===== config.mk =====
export PLATFORM = sky130hd
export DESIGN_NAME = mpsc_power_ctrl
export DESIGN_NICKNAME = d
export VERILOG_FILES = /design/src/rtl/mpsc_sync.v /design/src/rtl/mpsc_power_ctrl.v
export VERILOG_INCLUDE_DIRS = /design/src /design/src/rtl
export SDC_FILE = /design/constraint.sdc
export NUM_CORES = 1
export LEC_CHECK = 0
export ABC_AREA = 1
export BUFFER_PORTS_ARGS = -buffer_cell sky130_fd_sc_hd__buf_2
export CAP_MARGIN = 40
export CORE_ASPECT_RATIO = 1.4
export CORE_MARGIN = 2
export CORE_UTILIZATION = 46
export CTS_BUF_LIST = sky130_fd_sc_hd__clkbuf_4 sky130_fd_sc_hd__clkbuf_8
export CTS_CLUSTER_DIAMETER = 50
export DETAILED_ROUTE_END_ITERATION = 8
export PLACE_DENSITY = 0.82
export SLEW_MARGIN = 40
export SYNTH_ARGS = -nofsm -noshare
export SYNTH_HDL_FRONTEND = slang
export SYNTH_SLANG_ARGS = --single-unit

===== constraint.sdc =====
create_clock -name i_clk -period 1.8 [get_ports i_clk]
set_input_delay 0.36 -clock i_clk [delete_from_list [all_inputs] [get_ports i_clk]]
set_output_delay 0.36 -clock i_clk [all_outputs]
set_load 0.05 [all_outputs]

===== src/rtl/mpsc_defines.vh =====
// Constants for the MCU power state controller
`ifndef MPSC_DEFINES_VH
`define MPSC_DEFINES_VH
// Register byte addresses
`define MPSC_ADDR_CTRL       12'h000
`define MPSC_ADDR_STATUS     12'h004
`define MPSC_ADDR_SLPREQ     12'h008
// Control register fields
`define MPSC_CTRL_TOSC_EN    0
`define MPSC_CTRL_TURBO      1
`define MPSC_CTRL_RST        32'h0000_0000
// Sleep request encodings
`define MPSC_REQ_LIGHT       2'h0
`define MPSC_REQ_REGULAR     2'h1
`define MPSC_REQ_DEEP        2'h2
// State codes
`define MPSC_ST_POWER_UP_STATE        3'h0
`define MPSC_ST_ACTIVE       3'h1
`define MPSC_ST_LIGHT        3'h2
`define MPSC_ST_REGULAR      3'h3
`define MPSC_ST_DEEP         3'h4
`define MPSC_ST_RAMP         3'h5
`define MPSC_ST_WAKE         3'h6
// Run level frequencies in MHz
`define MPSC_RUN_LOW_MHZ     20
`define MPSC_RUN_HIGH_MHZ    50
// Cycles a new state waits before trusting synchronised flags
`define MPSC_SETTLE_CYCLES   2'h3
`endif


===== src/rtl/mpsc_sync.v =====
// Two-flop synchroniser for a bundle of level inputs
`timescale 1ns/1ps
module mpsc_sync #(
  parameter WIDTH = 3                   // Number of bits
) (
  input  wire             i_clk,        // System clock
  input  wire             i_rst,        // Synchronous reset, active high
  input  wire [WIDTH-1:0] i_async,      // Asynchronous levels
  output wire [WIDTH-1:0] o_sync        // Synchronised levels
);
  reg [WIDTH-1:0] meta_r;               // First stage, read only by second
  reg [WIDTH-1:0] sync_r;               // Second stage

  // Shift through two stages
  always @(posedge i_clk) begin
    if (i_rst) begin
      meta_r <= {WIDTH{1'b0}};
      sync_r <= {WIDTH{1'b0}};
    end else begin
      meta_r <= i_async;
      sync_r <= meta_r;
    end
  end

  assign o_sync = sync_r;
endmodule


===== src/rtl/mpsc_power_ctrl.v =====
// MCU power state sequencer with APB register slave
`timescale 1ns/1ps
`include "mpsc_defines.vh"
module mpsc_power_ctrl (
  input  wire        i_clk,             // System clock, 10 MHz
  input  wire        i_rst,             // Synchronous reset, active high
  input  wire [11:0] i_paddr,           // APB address
  input  wire        i_psel,            // APB select
  input  wire        i_penable,         // APB enable
  input  wire        i_pwrite,          // APB write
  input  wire [31:0] i_pwdata,          // APB write data
  output wire [31:0] o_prdata,          // APB read data
  output wire        o_pready,          // APB ready
  output wire        o_pslverr,         // APB error
  input  wire        i_sleep_instr,     // CPU executed sleep, one pulse
  input  wire [1:0]  i_sleep_type,      // Requested sleep depth
  input  wire        i_other_reset,     // Another reset source asserted
  input  wire        i_irq_valid,       // Valid interrupt pending
  input  wire        i_dma_req,         // Host interface DMA request
  input  wire        i_chip_busy,       // Chip activity present
  input  wire        i_core_busy,       // Core activity present
  input  wire        i_power_good,      // Analog power good, async
  input  wire        i_sysosc_stable,   // System oscillator stable, async
  input  wire        i_reg_stable,      // Regulator stable, async
  output reg         o_digital_reset,   // Holds digital modules in reset
  output reg         o_cpu_halt,        // Processor halted
  output reg         o_sysosc_en,       // System oscillator enable
  output reg         o_tosc_en,         // Timer oscillator enable
  output reg         o_sysclk_en,       // System clock to digital modules
  output reg         o_turbo,           // Run level: 1 = 50 MHz, 0 = 20 MHz
  output reg         o_ramp_req,        // Retune regulator and oscillator
  output reg  [2:0]  o_state            // Current power state
);
  // State codes
  localparam [2:0] ST_POWER_UP_STATE   = `MPSC_ST_POWER_UP_STATE;    // power_up_state
  localparam [2:0] ST_ACTIVE  = `MPSC_ST_ACTIVE;   // active_state
  localparam [2:0] ST_LIGHT   = `MPSC_ST_LIGHT;    // light_sleep_state
  localparam [2:0] ST_REGULAR = `MPSC_ST_REGULAR;  // regular_sleep_state
  localparam [2:0] ST_DEEP    = `MPSC_ST_DEEP;     // deep_sleep_state
  localparam [2:0] ST_RAMP    = `MPSC_ST_RAMP;     // Ramping
  localparam [2:0] ST_WAKE    = `MPSC_ST_WAKE;     // Oscillator restarting
  localparam [31:0] CTRL_RST  = `MPSC_CTRL_RST;    // Control register reset value

  reg  [2:0]  state_r;                  // Current state
  reg  [2:0]  state_nxt;                // Next state
  reg  [1:0]  req_r;                    // Latched sleep request
  reg  [1:0]  req_nxt;                  // Next sleep request
  reg         deep_wake_r;              // Wake came from deep sleep
  reg         deep_wake_nxt;            // Next deep-wake flag
  reg         tosc_en_r;                // Firmware timer oscillator enable
  reg         turbo_tgt_r;              // Firmware target run level
  reg         turbo_cur_r;              // Run level in force
  reg         turbo_cur_nxt;            // Next run level
  reg         clr_tosc;                 // Clear timer enable on entry
  reg         ack_r;                    // APB access answered
  reg  [31:0] rdata_r;                  // APB read data
  reg         err_r;                    // APB error
  wire [2:0]  ana_sync;                 // Synchronised analog levels
  wire        pwr_good;                 // Power good
  wire        osc_ok;                   // System oscillator stable
  wire        reg_ok;                   // Regulator stable
  wire        apb_acc;                  // APB access phase
  wire        apb_wr;                   // APB write strobe
  reg  [1:0]  settle_cnt_r;             // Cycles spent in current state
  wire        settle_done;              // Synchronised flags are fresh

  mpsc_sync #(
    .WIDTH (3)
  ) u_sync (
    .i_clk   (i_clk),
    .i_rst   (i_rst),
    .i_async ({i_reg_stable, i_sysosc_stable, i_power_good}),
    .o_sync  (ana_sync)
  );
  assign pwr_good = ana_sync[0];
  assign osc_ok   = ana_sync[1];
  assign reg_ok   = ana_sync[2];

  // Synchronised flags lag by two cycles, so a new state ignores them
  // until the guard count has passed
  assign settle_done = (settle_cnt_r == `MPSC_SETTLE_CYCLES);

  // Cycles spent in the current state, saturating at the guard
  always @(posedge i_clk) begin
    if (i_rst) begin
      settle_cnt_r <= 2'h0;
    end else if (state_nxt != state_r) begin
      // Restart on every state change
      settle_cnt_r <= 2'h0;
    end else if (!settle_done) begin
      // Count up to the guard
      settle_cnt_r <= settle_cnt_r + 2'h1;
    end
  end

  // Address match helper
  function is_addr;
    input [11:0] a;
    input [11:0] b;
    begin
      is_addr = (a[11:2] == b[11:2]);
    end
  endfunction

  // APB strobes, answer one cycle after the first access cycle
  assign apb_acc   = i_psel & i_penable;
  assign apb_wr    = apb_acc & i_pwrite & ~ack_r;
  assign o_pready  = ack_r;
  assign o_prdata  = rdata_r;
  assign o_pslverr = err_r;

  // Next state logic
  always @* begin
    // Hold everything unless a branch moves it
    state_nxt     = state_r;
    req_nxt       = req_r;
    deep_wake_nxt = deep_wake_r;
    turbo_cur_nxt = turbo_cur_r;
    clr_tosc      = 1'b0;
    case (state_r)
      ST_POWER_UP_STATE: begin
        if (pwr_good && osc_ok && !i_other_reset) begin
          state_nxt = ST_ACTIVE;
          clr_tosc  = 1'b1;
        end
      end
      ST_ACTIVE: begin
        // sleep only from active on instruction
        if (i_sleep_instr) begin
          req_nxt = i_sleep_type;
          if (!i_chip_busy && i_sleep_type == `MPSC_REQ_DEEP) begin
            state_nxt = ST_DEEP;
          end else if (!i_chip_busy && i_sleep_type == `MPSC_REQ_REGULAR) begin
            state_nxt = ST_REGULAR;
          end else begin
            state_nxt = ST_LIGHT;
          end
        end else if (turbo_tgt_r != turbo_cur_r) begin
          // run level change goes through ramp
          state_nxt = ST_RAMP;
        end
      end
      ST_LIGHT: begin
        if (i_irq_valid) begin
          state_nxt = ST_ACTIVE;
        end else if (req_r == `MPSC_REQ_LIGHT) begin
          state_nxt = ST_LIGHT;
        end else if (!i_core_busy) begin
          if (req_r == `MPSC_REQ_DEEP) begin
            state_nxt = ST_DEEP;
          end else begin
            state_nxt = ST_REGULAR;
          end
        end
      end
      ST_REGULAR, ST_DEEP: begin
        if (i_irq_valid || i_dma_req) begin
          state_nxt     = ST_WAKE;
          deep_wake_nxt = (state_r == ST_DEEP);
          // deep sleep leaves timer enable off
          clr_tosc      = (state_r == ST_DEEP);
        end
      end
      ST_WAKE: begin
        // decide once oscillator stable
        // Guard skips flags sampled before the restart
        if (osc_ok && settle_done) begin
          if (i_irq_valid) begin
            state_nxt = ST_ACTIVE;
            // timer oscillator off after deep sleep
            clr_tosc  = deep_wake_r;
          end else begin
            state_nxt = ST_LIGHT;
            req_nxt   = `MPSC_REQ_LIGHT;
          end
          deep_wake_nxt = 1'b0;
        end
      end
      ST_RAMP: begin
        // leave ramp when both stable
        // Guard skips flags sampled before the retune began
        if (reg_ok && osc_ok && settle_done) begin
          state_nxt     = ST_ACTIVE;
          turbo_cur_nxt = turbo_tgt_r;
        end
      end
      default: begin
        // Unused codes fall back to power-up
        state_nxt = ST_POWER_UP_STATE;
      end
    endcase
  end

  // State registers
  always @(posedge i_clk) begin
    if (i_rst) begin
      // Power-up state, light request
      state_r     <= ST_POWER_UP_STATE;
      req_r       <= `MPSC_REQ_LIGHT;
      deep_wake_r <= 1'b0;
      turbo_cur_r <= 1'b0;
    end else begin
      // Advance to next values
      state_r     <= state_nxt;
      req_r       <= req_nxt;
      deep_wake_r <= deep_wake_nxt;
      turbo_cur_r <= turbo_cur_nxt;
    end
  end

  // Control register and APB answer
  always @(posedge i_clk) begin
    if (i_rst) begin
      // Firmware fields from the register reset value
      tosc_en_r   <= CTRL_RST[`MPSC_CTRL_TOSC_EN];
      turbo_tgt_r <= CTRL_RST[`MPSC_CTRL_TURBO];
      ack_r       <= 1'b0;
      rdata_r     <= 32'h0000_0000;
      err_r       <= 1'b0;
    end else begin
      // Answer every access one cycle later
      ack_r <= apb_acc & ~ack_r;
      err_r <= 1'b0;
      if (clr_tosc) begin
        tosc_en_r <= 1'b0;
      end else if (apb_wr && is_addr(i_paddr, `MPSC_ADDR_CTRL)) begin
        tosc_en_r <= i_pwdata[`MPSC_CTRL_TOSC_EN];
      end
      if (apb_wr && is_addr(i_paddr, `MPSC_ADDR_CTRL)) begin
        turbo_tgt_r <= i_pwdata[`MPSC_CTRL_TURBO];
      end
      // Read data captured on the first access cycle
      if (apb_acc && !ack_r) begin
        rdata_r <= 32'h0000_0000;
        if (is_addr(i_paddr, `MPSC_ADDR_CTRL)) begin
          rdata_r <= {30'h0000_0000, turbo_tgt_r, tosc_en_r};
        end else if (is_addr(i_paddr, `MPSC_ADDR_STATUS)) begin
          rdata_r <= {24'h00_0000, reg_ok, osc_ok, pwr_good, turbo_cur_r, 1'b0, state_r};
        end else if (is_addr(i_paddr, `MPSC_ADDR_SLPREQ)) begin
          rdata_r <= {30'h0000_0000, req_r};
        end else begin
          // Unmapped address answers with error
          err_r <= 1'b1;
        end
      end
    end
  end

  // Output decode from state
  always @(posedge i_clk) begin
    if (i_rst) begin
      // Safe values: digital modules held in reset, CPU halted, system oscillator on
      o_digital_reset <= 1'b1;
      o_cpu_halt      <= 1'b1;
      o_sysosc_en     <= 1'b1;
      o_tosc_en       <= 1'b0;
      o_sysclk_en     <= 1'b0;
      o_turbo         <= 1'b0;
      o_ramp_req      <= 1'b0;
      o_state         <= ST_POWER_UP_STATE;
    end else begin
      // State and run level follow the next state
      o_state         <= state_nxt;
      o_turbo         <= turbo_cur_nxt;
      o_ramp_req      <= (state_nxt == ST_RAMP);
      o_digital_reset <= (state_nxt == ST_POWER_UP_STATE);
      o_cpu_halt      <= (state_nxt != ST_ACTIVE);
      // oscillator off in regular and deep sleep
      o_sysosc_en     <= (state_nxt != ST_REGULAR) && (state_nxt != ST_DEEP);
      // system clock only in active and light sleep
      o_sysclk_en     <= (state_nxt == ST_ACTIVE) || (state_nxt == ST_LIGHT);
      if (state_nxt != ST_RAMP) begin
        // timer oscillator off in deep sleep and power-up
        o_tosc_en     <= tosc_en_r && !clr_tosc && (state_nxt != ST_DEEP)
                         && (state_nxt != ST_POWER_UP_STATE);
      end
    end
  end
endmodule


==> impl_metrics.toml <==
[route]
drt_iter0_drc = 69
via_per_inst = 4.83
firstDrtPassIters = 4
drt-total-wl_um = 4110
drc_errors = 0
wl_per_cell_um = 10.9
via_count = 1820
detail-route-antenna-nets = 0

[global_routing]
overflow = 0
grt_use_met3 = 0.0274
antenna_found_initial = 0
grt_max_degree = 12
grt_pass1_wl_um = 6290
met1_usage = 0.187
busiest_layer = "met2"
grt_util_met2 = 0.311
track_usage = 0.176
grt_pass1_vias = 1502

[worst_setup_path]
crit-reg2reg-capture = "settle_cnt_r[0]$_SDFFE_PP0P_"
critical-path-max-stage-delay_ns = 0.44
cp_num_buf_inv = 1
reg2regPathDepth = 11
cp.arrival_ns = 1.84
crit_top_cell = "nand2_1"
regToRegSetupSlack_ns = 0.17
crit_path_start_kind = "register"
rr_startpoint = "o_state[1]$_SDFF_PP0_"
critPathMaxFanout = 6
crit_required_ns = 2.02
end_kind = "register"
crit_slowest_cell = "dfxtp_1"
critPathTopFamily = "simple AND/OR/NAND/NOR gates"
crit_type = "reg2reg"
cp_cell_sequence = "buf_4, nor2_8, nand3_2, nand3_2, nor2_4, nand2_2, nand2_1, nand2_1, nor2_1, nand2_1, nor2_1"

[power]
p_leak_nw = 1.19
p_per_area_mw_per_mm2 = 770
vdd_ir_drop_max_v = 0.000541

[sta]
fin_skew_ns = 0.00266
finalSetupViolCount = 0
fmax_ghz = 0.615
drv_slew = 0
hold_viol_final = 0
fin_setup_tns_ns = 0
period_share = 0.903
min_period_ns = 1.63

[hold_path]
holdPathEnd = "u_sync.meta_r[1]$_SDFF_PP0_"
hold_depth = 3
hp-class = "in2reg"
min-delay-start = "i_sysosc_stable"

[yosys]
avgSynthCellArea_um2 = 6.79
synth-compound-area-share = 0.0671
synth-seq-area-share = 0.337
yosys.area_share.xor_xnor = 0.00921
synth_cells = 280
synthAdderAreaFrac = 0.00658
ys_types = 30
synthMuxAreaShare = 0.00526
synth_top_family_by_area = "simple AND/OR/NAND/NOR gates"
netlist_area_mm2 = 0.00190
synth.ff_latch_count = 32
yosysWarnings = 0
synth-simple-area-share = 0.376

[finish]
area_growth_syn_to_layout_pct = 16.7
drive_above_1_share = 0.260
fin_util = 0.562
nets = 394
antenna_cells = 0

[clocking]
cts_tree = "yes"
clock_latency_ns = 0.28
cts_buffers = 5
cts_root_buffer = "clkbuf_8"
cts_sinks = 32
path_clk_slew_ns = 0.06
cts_buffer_depth = 2
cts_hold_buf = 0
cts.htree.levels = 2
postCtsSetupRepairBufs = 0

[floorplan]
io_pins = 104
die_height_um = 80.1
coreArea_mm2 = 0.00395
die_w_um = 58.3
dieArea_mm2 = 0.00467
std_cell_rows = 27
initial_core_util = 0.481

[placement]
globalplace.congestion = 0.901
dpl.hpwl_um = 3280
port_buffers = 46

[job]
max_cap_violations = 0

[status]
status = "finished clean"
area by class of cell:
cell class	count	area [um2]
multi-input combinational	205	988
fill	388	1730
tap	43	53.8
inverter	37	146
clock buffer	6	76.3
timing repair buffer	52	275
sequential	32	644
clock inverter	2	35.0
layer usage:
layer	part of all wire	up-vias
li1	-	932
met5	0	-
met4	0.036	0
met1	0.38	802
met3	0.067	11
met2	0.51	75
sequential cells by signal (all words and copies together) (netlist names):
signal           count
o_prdata             7
o_state              3
u_sync.meta_r        3
u_sync.o_sync        3
req_r                2
settle_cnt_r         2
deep_wake_r          1
o_cpu_halt           1
o_digital_reset      1
o_pready             1
o_pslverr            1
o_ramp_req           1
o_sysclk_en          1
o_sysosc_en          1
o_tosc_en            1
o_turbo              1
tosc_en_r            1
turbo_tgt_r          1
cells in the final DEF (no fill, tap or decap), drive strengths merged:
| cell type | instances |
|---|---|
| o21bai | 1 |
| ha | 1 |
| mux2i | 1 |
| dfxtp | 32 |
| xnor2 | 1 |
| conb | 25 |
| clkinv | 1 |
| nand3 | 33 |
| a21oi | 11 |
| nor3 | 4 |
| nand4 | 3 |
| clkbuf | 6 |
| nor2 | 53 |
| inv | 37 |
| bufinv | 1 |
| or2 | 1 |
| nor4 | 1 |
| buf | 52 |
| xor2 | 1 |
| nand2 | 56 |
| o21ai | 13 |
through the flow:
step | hold slack [ns] | cell area, um2 | power, W | std cells | setup slack, ns
after floorplan | 0.388 | 1990 | 0.00102 | 304 | 0.0637
after global routing | 0.282 | 2220 | 0.00178 | 377 | -0.000222
after global placement | 0.390 | 2090 | 0.00103 | 369 | 0.161
after detailed placement | 0.395 | 2090 | 0.00103 | 369 | 0.139
after CTS | 0.270 | 2200 | 0.00172 | 377 | 0.110
final | 0.277 | 2220 | 0.00171 | 377 | 0.175
timing repair:
item,in CTS,in global routing
endpoints found under the hold margin,0,0
setup endpoints to repair,0,4
gates resized for setup,0,5
logic make-up (layout without fill, tap and decap cells):
group | Yosys count | after routing
AND/OR/NAND/NOR | 151 | 151
AO/OA/AOI/OAI | 25 | 25
XOR/XNOR | 2 | 2
buffers and inverters | 67 | 97
multiplexers | 1 | 1
adder cells (fa/ha/maj) | 1 | 1
other | 1 | 25
flip-flops | 32 | 32
cells in the mapped netlist (all sizes together):
| library cell | number | area, um2 |
|---|---|---|
| ha | 1 | 12.5 |
| nand2 | 56 | 223 |
| nand4 | 3 | 18.8 |
| dfxtp | 32 | 641 |
| or2 | 1 | 6.26 |
| nor3 | 4 | 25.0 |
| xor2 | 1 | 8.76 |
| buf | 28 | 221 |
| a21oi | 11 | 55.1 |
| o21ai | 13 | 65.1 |
| nor4 | 1 | 6.26 |
| o21bai | 1 | 7.51 |
| inv | 37 | 146 |
| clkbuf | 2 | 7.51 |
| conb | 1 | 3.75 |
| nand3 | 33 | 195 |
| nor2 | 53 | 240 |
| mux2i | 1 | 10.0 |
| xnor2 | 1 | 8.76 |
worst reg2reg max path, cell delays in order, from the launching register on:
cell,delay [ns]
dfxtp_1,0.44
buf_4,0.22
nor2_8,0.06
nand3_2,0.08
nand3_2,0.09
nor2_4,0.15
nand2_2,0.10
nand2_1,0.08
nand2_1,0.05
nor2_1,0.08
nand2_1,0.10
nor2_1,0.10
power breakdown:
group	switching (W)	internal, W	leakage, nW
Clock	0.000252	0.000425	0.0586
Combinational	0.000211	0.0000671	0.867
Sequential	0.0000189	0.000735	0.262
worst max-delay path by stage:
| stage | startpoint | endpoint | slack, ns | depth (start not counted) |
|---|---|---|---|---|
| final | o_state[1]$_SDFF_PP0_ | settle_cnt_r[0]$_SDFFE_PP0P_ | 0.17 | 11 |
| after global routing | o_state[1]$_SDFF_PP0_ | settle_cnt_r[1]$_SDFFE_PP0P_ | -0.0002 | 11 |
| after CTS | settle_cnt_r[0]$_SDFFE_PP0P_ | settle_cnt_r[1]$_SDFFE_PP0P_ | 0.11 | 13 |
| after detailed placement | settle_cnt_r[0]$_SDFFE_PP0P_ | settle_cnt_r[1]$_SDFFE_PP0P_ | 0.14 | 13 |
| after global placement | settle_cnt_r[0]$_SDFFE_PP0P_ | o_tosc_en$_SDFFE_PP0N_ | 0.16 | 12 |
| after floorplan | o_state[0]$_SDFF_PP0_ | o_tosc_en$_SDFFE_PP0N_ | 0.06 | 12 |
Note: power is estimated with default switching activity, not from simulation.
